## config.mk

```make
export PLATFORM = sky130hd
export DESIGN_NAME = prsd_decoder
export DESIGN_NICKNAME = d
export VERILOG_FILES = /design/src/hw/prsd_pkg.sv /design/src/hw/prsd_sync.sv /design/src/hw/prsd_decoder.sv
export SDC_FILE = /design/constraint.sdc
export NUM_CORES = 1
export LEC_CHECK = 0
export BUFFER_PORTS_ARGS = -buffer_cell sky130_fd_sc_hd__buf_2
export CORE_AREA = 2 2 60 62
export DETAILED_ROUTE_END_ITERATION = 12
export DIE_AREA = 0 0 62 64
export GPL_TIMING_DRIVEN = 0
export PLACE_DENSITY = 0.81
export SYNTH_ARGS = -nofsm -noshare
export SYNTH_HDL_FRONTEND = slang
export SYNTH_SLANG_ARGS = --single-unit
```

## constraint.sdc

```tcl
create_clock -name sys_clk -period 2.6 [get_ports sys_clk]
set_input_delay 0.78 -clock sys_clk [delete_from_list [all_inputs] [get_ports sys_clk]]
set_output_delay 0.78 -clock sys_clk [all_outputs]
set_load 0.01 [all_outputs]
```

## src/hw/prsd_pkg.sv

```systemverilog
// Package of constants for the power-up clock ratio strap decoder.
package prsd_pkg;

   // ------------------------------------------------------------------
   // Strap and ratio widths
   // ------------------------------------------------------------------
   localparam int PLAT_STRAP_W = 4;
   localparam int CORE_STRAP_W = 3;
   localparam int PLAT_MULT_W  = 5;
   // Core ratio is held in half steps: numerator of N:2.
   localparam int CORE_HALF_W  = 4;

   // ------------------------------------------------------------------
   // Platform ratio codes
   // ------------------------------------------------------------------
   localparam logic [3:0] PLAT_CODE_16 = 4'h0;
   localparam logic [3:0] PLAT_CODE_2  = 4'h2;
   localparam logic [3:0] PLAT_CODE_3  = 4'h3;
   localparam logic [3:0] PLAT_CODE_4  = 4'h4;
   localparam logic [3:0] PLAT_CODE_5  = 4'h5;
   localparam logic [3:0] PLAT_CODE_6  = 4'h6;
   localparam logic [3:0] PLAT_CODE_8  = 4'h8;
   localparam logic [3:0] PLAT_CODE_9  = 4'h9;
   localparam logic [3:0] PLAT_CODE_10 = 4'hA;
   localparam logic [3:0] PLAT_CODE_12 = 4'hC;
   localparam logic [3:0] PLAT_CODE_20 = 4'hD;

   // ------------------------------------------------------------------
   // Core ratio codes, value is core:platform in half steps
   // ------------------------------------------------------------------
   localparam logic [2:0] CORE_CODE_4_1 = 3'h0;
   localparam logic [2:0] CORE_CODE_9_2 = 3'h1;
   localparam logic [2:0] CORE_CODE_3_2 = 3'h3;
   localparam logic [2:0] CORE_CODE_2_1 = 3'h4;
   localparam logic [2:0] CORE_CODE_5_2 = 3'h5;
   localparam logic [2:0] CORE_CODE_3_1 = 3'h6;
   localparam logic [2:0] CORE_CODE_7_2 = 3'h7;

   // ------------------------------------------------------------------
   // Reset values and timing
   // ------------------------------------------------------------------
   localparam logic [4:0] PLAT_MULT_RST = 5'h00;
   localparam logic [3:0] CORE_HALF_RST = 4'h0;
   localparam int         SETTLE_NS     = 40;
   localparam int         CLK_MHZ       = 250;
   localparam int         SETTLE_CYC    = (SETTLE_NS * CLK_MHZ + 999) / 1000;

endpackage : prsd_pkg

```

## src/hw/prsd_sync.sv

```systemverilog
// Three-stage synchroniser with agreement filter for strap pins.
`timescale 1ns/1ns
`default_nettype none
module prsd_sync #(
   parameter int WIDTH = 1
) (
   input  wire logic             sys_clk,
   input  wire logic             sys_rst,
   input  wire logic [WIDTH-1:0] pin_in,
   output logic      [WIDTH-1:0] level_out,
   output logic                  stable_out
);

   // ------------------------------------------------------------------
   // Synchroniser chain
   // ------------------------------------------------------------------
   logic [WIDTH-1:0] meta_reg;
   logic [WIDTH-1:0] sync2_reg;
   logic [WIDTH-1:0] sync3_reg;
   logic [WIDTH-1:0] level_reg;
   logic             stable_reg;
   logic [1:0]       fill_reg;
   wire              agree  = (sync2_reg == sync3_reg);
   // The chain holds pin samples only after three edges past reset.
   wire              filled = (fill_reg == 2'h3);

   always_ff @(posedge sys_clk or posedge sys_rst) begin
      if (sys_rst) begin
         meta_reg   <= '0;
         sync2_reg  <= '0;
         sync3_reg  <= '0;
         level_reg  <= '0;
         stable_reg <= 1'b0;
         fill_reg   <= 2'h0;
      end else begin
         if (!filled) begin
            fill_reg <= fill_reg + 2'h1;
         end
         meta_reg   <= pin_in;
         sync2_reg  <= meta_reg;
         sync3_reg  <= sync2_reg;
         stable_reg <= agree && filled;
         if (agree) begin
            level_reg <= sync3_reg;
         end
      end
   end

   assign level_out  = level_reg;
   assign stable_out = stable_reg;

endmodule : prsd_sync
`default_nettype wire

```

## src/hw/prsd_decoder.sv

```systemverilog
// Power-up clock ratio strap decoder, top level.
`timescale 1ns/1ns
`default_nettype none
module prsd_decoder #(
   parameter int SETTLE_CYC = prsd_pkg::SETTLE_CYC
) (
   input  wire logic       sys_clk,
   input  wire logic       sys_rst,
   input  wire logic [3:0] platform_ratio_strap,
   input  wire logic       bus_control_strap,
   input  wire logic       address_latch_strap,
   input  wire logic       general_line2_strap,
   output logic      [4:0] platform_mult,
   output logic      [4:0] memory_mult_half,
   output logic      [3:0] core_ratio_half,
   output logic            platform_reserved,
   output logic            core_reserved,
   output logic            ratios_valid
);

   // ------------------------------------------------------------------
   // Parameter check
   // ------------------------------------------------------------------
   if (SETTLE_CYC < 1 || SETTLE_CYC > 255) begin : g_bad_settle
      $error("SETTLE_CYC must lie in 1 to 255.");
   end

   // ------------------------------------------------------------------
   // Strap capture
   // ------------------------------------------------------------------
   logic [6:0] strap_level;
   logic       strap_stable;

   prsd_sync #(
      .WIDTH (7)
   ) u_sync (
      .sys_clk    (sys_clk),
      .sys_rst    (sys_rst),
      .pin_in     ({platform_ratio_strap, bus_control_strap,
                    address_latch_strap, general_line2_strap}),
      .level_out  (strap_level),
      .stable_out (strap_stable)
   );

   wire [3:0] plat_code = strap_level[6:3];
   wire [2:0] core_code = strap_level[2:0];

   // ------------------------------------------------------------------
   // Platform ratio decode
   // ------------------------------------------------------------------
   logic [4:0] plat_mult_dec;
   logic       plat_res_dec;

   always_comb begin
      plat_res_dec = 1'b0;
      unique case (plat_code)
         prsd_pkg::PLAT_CODE_16: plat_mult_dec = 5'h10;
         prsd_pkg::PLAT_CODE_2:  plat_mult_dec = 5'h02;
         prsd_pkg::PLAT_CODE_3:  plat_mult_dec = 5'h03;
         prsd_pkg::PLAT_CODE_4:  plat_mult_dec = 5'h04;
         prsd_pkg::PLAT_CODE_5:  plat_mult_dec = 5'h05;
         prsd_pkg::PLAT_CODE_6:  plat_mult_dec = 5'h06;
         prsd_pkg::PLAT_CODE_8:  plat_mult_dec = 5'h08;
         prsd_pkg::PLAT_CODE_9:  plat_mult_dec = 5'h09;
         prsd_pkg::PLAT_CODE_10: plat_mult_dec = 5'h0A;
         prsd_pkg::PLAT_CODE_12: plat_mult_dec = 5'h0C;
         prsd_pkg::PLAT_CODE_20: plat_mult_dec = 5'h14;
         default: begin
            plat_mult_dec = prsd_pkg::PLAT_MULT_RST;
            plat_res_dec  = 1'b1;
         end
      endcase
   end

   // ------------------------------------------------------------------
   // Core ratio decode
   // ------------------------------------------------------------------
   logic [3:0] core_half_dec;
   logic       core_res_dec;

   always_comb begin
      core_res_dec = 1'b0;
      unique case (core_code)
         prsd_pkg::CORE_CODE_4_1: core_half_dec = 4'h8;
         prsd_pkg::CORE_CODE_9_2: core_half_dec = 4'h9;
         prsd_pkg::CORE_CODE_3_2: core_half_dec = 4'h3;
         prsd_pkg::CORE_CODE_2_1: core_half_dec = 4'h4;
         prsd_pkg::CORE_CODE_5_2: core_half_dec = 4'h5;
         prsd_pkg::CORE_CODE_3_1: core_half_dec = 4'h6;
         prsd_pkg::CORE_CODE_7_2: core_half_dec = 4'h7;
         default: begin
            core_half_dec = prsd_pkg::CORE_HALF_RST;
            core_res_dec  = 1'b1;
         end
      endcase
   end

   // ------------------------------------------------------------------
   // Settle counter and one-time latch
   // ------------------------------------------------------------------
   logic [7:0] settle_reg;
   logic       valid_reg;
   logic [4:0] plat_reg;
   logic [3:0] core_reg;
   logic       plat_res_reg;
   logic       core_res_reg;

   wire       settled  = (settle_reg == SETTLE_CYC[7:0]);
   wire       take_now = settled && strap_stable && !valid_reg;
   wire [7:0] settle_next = settled ? settle_reg : settle_reg + 8'h01;

   always_ff @(posedge sys_clk or posedge sys_rst) begin
      if (sys_rst) begin
         settle_reg   <= 8'h00;
         valid_reg    <= 1'b0;
         plat_reg     <= prsd_pkg::PLAT_MULT_RST;
         core_reg     <= prsd_pkg::CORE_HALF_RST;
         plat_res_reg <= 1'b0;
         core_res_reg <= 1'b0;
      end else begin
         settle_reg <= settle_next;
         if (take_now) begin
            valid_reg    <= 1'b1;
            plat_reg     <= plat_mult_dec;
            core_reg     <= core_half_dec;
            plat_res_reg <= plat_res_dec;
            core_res_reg <= core_res_dec;
         end
      end
   end

   // ------------------------------------------------------------------
   // Outputs
   // ------------------------------------------------------------------
   // Memory bus multiplier in half steps equals the platform multiplier.
   assign platform_mult     = plat_reg;
   assign memory_mult_half  = plat_reg;
   assign core_ratio_half   = core_reg;
   assign platform_reserved = plat_res_reg;
   assign core_reserved     = core_res_reg;
   assign ratios_valid      = valid_reg;

endmodule : prsd_decoder
`default_nettype wire

```

==> results.md <==
- Total routing resource utilization after global routing: 0.170
- Y dimension of the die: 64 µm
- Crit path launch type: flop
- Prevailing post-synth register cell: sky130_fd_sc_hd__dfrtp_1
- Reg-to-Reg Start: settle_reg[0]$_DFFE_PP0P_
- Post-CTS Setup Bufs: 0
- DRC viols: 0
- Antenna violations before repair: 0
- Net switching power of the design: between 0.3 and 0.4 mW
- Internal power consumption: around 1.2 mW
- Worst path max stage delay: 0.42 ns
- Syn Nets: about 160
- Total length of routed wires: 2.77 mm
- Cell class contributing the biggest share of worst-path delay: flip-flops
- DIE AREA: 3970 µm²
- Violation count after the first detailed-route iteration: 25
- Post-detailed-route count of antenna-violating nets: 0
- Area overhead of the layout relative to synthesis: 14.7%
- Post-synthesis async set-or-reset flop share: 1.00
- Standby leakage power: approximately 1.1 nW
- Layout cell share with drive strength beyond 1: 0.295
- Clock tree from TritonCTS: yes
- Buffer levels on the longest clock path: 2
- Quantity of gates resized following cts: 0
- Proportion of power drawn by combinational gates: 0.140
- Top cells by area in the synthesized netlist: sky130_fd_sc_hd__dfrtp_1 (66%), sky130_fd_sc_hd__mux2_2 (5.8%), sky130_fd_sc_hd__xnor2_1 (5.0%)
- Number of synthesized flops with an enable pin: 0
- Hold WC Path Type: in2async
- Placed wire-length estimate after detailed placement: roughly 2 mm
- Most used standard cell by instance count after synthesis: sky130_fd_sc_hd__dfrtp_1
- CP arrival: around 1.0 ns
- Clock buffers created by TritonCTS: 5
- Library cell contributing the largest single delay on the critical path: sky130_fd_sc_hd__dfrtp_1
- Initial cell density of the core: 0.589
- Number of rows in the core area: 21
- Post-layout min period: 1.82 ns
- Library cell occupying the most area in the post-synthesis netlist: sky130_fd_sc_hd__dfrtp_1
- NumNets Final: 194
- Distinct cells, synth: 25
- GRT overflow: 0
- Ant. Diodes: 0
- Horiz. Die Dim: 62 µm
- Setup CP Type: reg2out
- Warnings, synthesis: 0
- Maximum clock skew at final layout: ~0.012 ns
- Final setup violation count: 0
- Flip-flop and latch count after synthesis: 51
- Final Cell Area: approximately 2200 µm²
- Clock-pin slew of the registers on the worst-case setup and hold paths: 0.14 ns
- Power per cell area: 703 nW/µm²
- Source-to-sink clock delay at the later pin of the worst-skew pair: 0.35 ns
- Max Cap Violations: 0
- Combined buffer and inverter count along the critical path: 2
- Flip-flop count of the largest register, all copies and words added: 8
- Core area: approximately 3300 µm²
- Sequential Power Share: 0.581
- Tightest Pin Transition: 0.387 ns
- Cell area after synthesis: 1940 µm²
- First-pass GRT wire length: 5.00 mm
- Worst max-slew margin expressed relative to the limit: 0.742
- # port buffers: 25
- RSZ-0062 raised after global routing: no
- Placer congestion estimate: 0.690
- Vias in the first global route: about 1200
- Most frequent cells after synthesis: sky130_fd_sc_hd__dfrtp_1 (51), sky130_fd_sc_hd__nand2_1 (14), sky130_fd_sc_hd__o21ai_0 (12)
- Count of hold buffers inserted by post-cts repair: 0
- CTS Sinks: 51
- Cell Chain, Critical Path: buf_4, buf_2
- Number of endpoints with negative hold slack in the final report: 0
- Largest net degree at the start of global routing: approximately 50
- Proportion of netlist area held by the largest area contributor: 0.659
- Average via count per standard cell: 4.95
- Deepest level of the CTS H-tree: 2
- Post-Place Cell Area: 2140 µm²
- Result of the run: complete, no violations
- Proportion of total power due to net switching: 0.252
- IR Drop Worst-Case VDD: roughly 0.00044 V
- Count of mapped cells out of synthesis: 149
- Root buffer selected by CTS: sky130_fd_sc_hd__clkbuf_4
- FMAX: 550 MHz
- Critical path capture point type: output pin
- Routed wire length per instance: roughly 12 µm
- Setup total negative slack: 0 ns
- Post-synthesis sequential area ratio: 0.659
- 1st-pass router iterations: 4
- DR vias: 1133
- Final Slew Violations: 0
- Portion of the clock cycle consumed by the worst path in the final layout: 0.699
- Start point of the critical path: memory_mult_half[3]$_DFFE_PP0P_
- Proportion of power drawn by the clock network: 0.279
- Mean post-synth cell area: 13.0 µm²
- Highest net fanout along the worst path: 3
- Total I/O pin count: 26
- Endpoint required time on the critical path: 1.82 ns
cells in the final DEF (no fill, tap or decap):
master                      instances
sky130_fd_sc_hd__a21o_1             1
sky130_fd_sc_hd__a21oi_1            3
sky130_fd_sc_hd__and2_1             1
sky130_fd_sc_hd__and3_1             3
sky130_fd_sc_hd__and4bb_2           1
sky130_fd_sc_hd__buf_12             1
sky130_fd_sc_hd__buf_2             26
sky130_fd_sc_hd__buf_4              5
sky130_fd_sc_hd__bufinv_16          1
sky130_fd_sc_hd__clkbuf_1           4
sky130_fd_sc_hd__clkbuf_4           5
sky130_fd_sc_hd__clkinv_2           1
sky130_fd_sc_hd__clkinv_4           1
sky130_fd_sc_hd__dfrtp_1           51
sky130_fd_sc_hd__ha_1               3
sky130_fd_sc_hd__inv_1              2
sky130_fd_sc_hd__inv_2              1
sky130_fd_sc_hd__mux2_2            10
sky130_fd_sc_hd__nand2_1           14
sky130_fd_sc_hd__nand3_1            6
sky130_fd_sc_hd__nand4_2            1
sky130_fd_sc_hd__nand4b_1           1
sky130_fd_sc_hd__nor2_1             6
sky130_fd_sc_hd__nor3_1             2
sky130_fd_sc_hd__nor4_2             1
sky130_fd_sc_hd__nor4b_1            1
sky130_fd_sc_hd__o211ai_1           1
sky130_fd_sc_hd__o21ai_0           12
sky130_fd_sc_hd__o31ai_1            2
sky130_fd_sc_hd__xnor2_1           11
sky130_fd_sc_hd__xor2_1             5
cell families after synthesis:
family / share of synthesized area
flops: 0.659
simple gates: 0.101
compound gates: 0.0543
xor+xnor: 0.0724
buf+inv: 0.0355
mux: 0.0582
fa+ha+maj: 0.0194
per-stage QoR:
stage	utilization	hold WS, ns	std cells	setup WS (ns)	power, mW
2_1_floorplan	-	0.331	149	0.590	1.07
3_3_place_gp	0.645	0.332	220	0.134	1.12
3_5_place_dp	0.651	0.335	221	0.850	1.14
4_1_cts	0.676	0.254	229	0.756	1.58
5_1_grt	0.676	0.254	229	0.721	1.65
6_report	0.676	0.275	229	0.782	1.56
power by group through the flow:
stage               Combinational [mW]  Clock, mW  Sequential, mW
floorplan                        0.143          0           0.924
global placement                 0.209          0           0.915
detailed placement               0.220          0           0.922
CTS                              0.221      0.457           0.906
global route                     0.250      0.488           0.916
finish                           0.218      0.436           0.906
worst register-to-register path, stage by stage (launching register included):
cell and delay, ns:
sky130_fd_sc_hd__dfrtp_1 0.48, sky130_fd_sc_hd__inv_1 0.07, sky130_fd_sc_hd__ha_1 0.19, sky130_fd_sc_hd__and4bb_2 0.23, sky130_fd_sc_hd__nand4b_1 0.12, sky130_fd_sc_hd__buf_2 0.21
sky130_fd_sc_hd__mux2_2 0.36
path summary, 6_finish.rpt:
check	slack, ns	depth (start not counted)	to
max	0.78	2	platform_mult[3]
min in group sys_clk	0.36	0	u_sync.sync2_reg[5]$_DFF_PP0_
min reg2reg	0.36	0	u_sync.sync2_reg[5]$_DFF_PP0_
max in group asynchronous	1.89	3	u_sync.sync2_reg[0]$_DFF_PP0_
max reg2reg	0.84	6	core_ratio_half[0]$_DFFE_PP0P_
min	0.28	2	u_sync.meta_reg[0]$_DFF_PP0_
area by class of cell:
type	count	area [µm²]
well taps	46	57.6
plain buffers	10	57.6
clock buffers	5	37.5
inverters	3	11.3
flip-flops and latches	51	1280
clock inverters	3	43.8
fillers	256	1060
multi-input cells	85	591
repair buffers	26	145
routing by layer:
| metal | routed length, µm | part of all wire | global-route usage |
|---|---|---|---|
| met1 | 1220 | 0.44 | 0.213 |
| met2 | 1380 | 0.50 | 0.270 |
| met3 | 131 | 0.047 | 0.0425 |
| met4 | 46 | 0.017 | 0.0771 |
| met5 | 0 | 0 | 0 |
(Power assumes the default switching activity.)
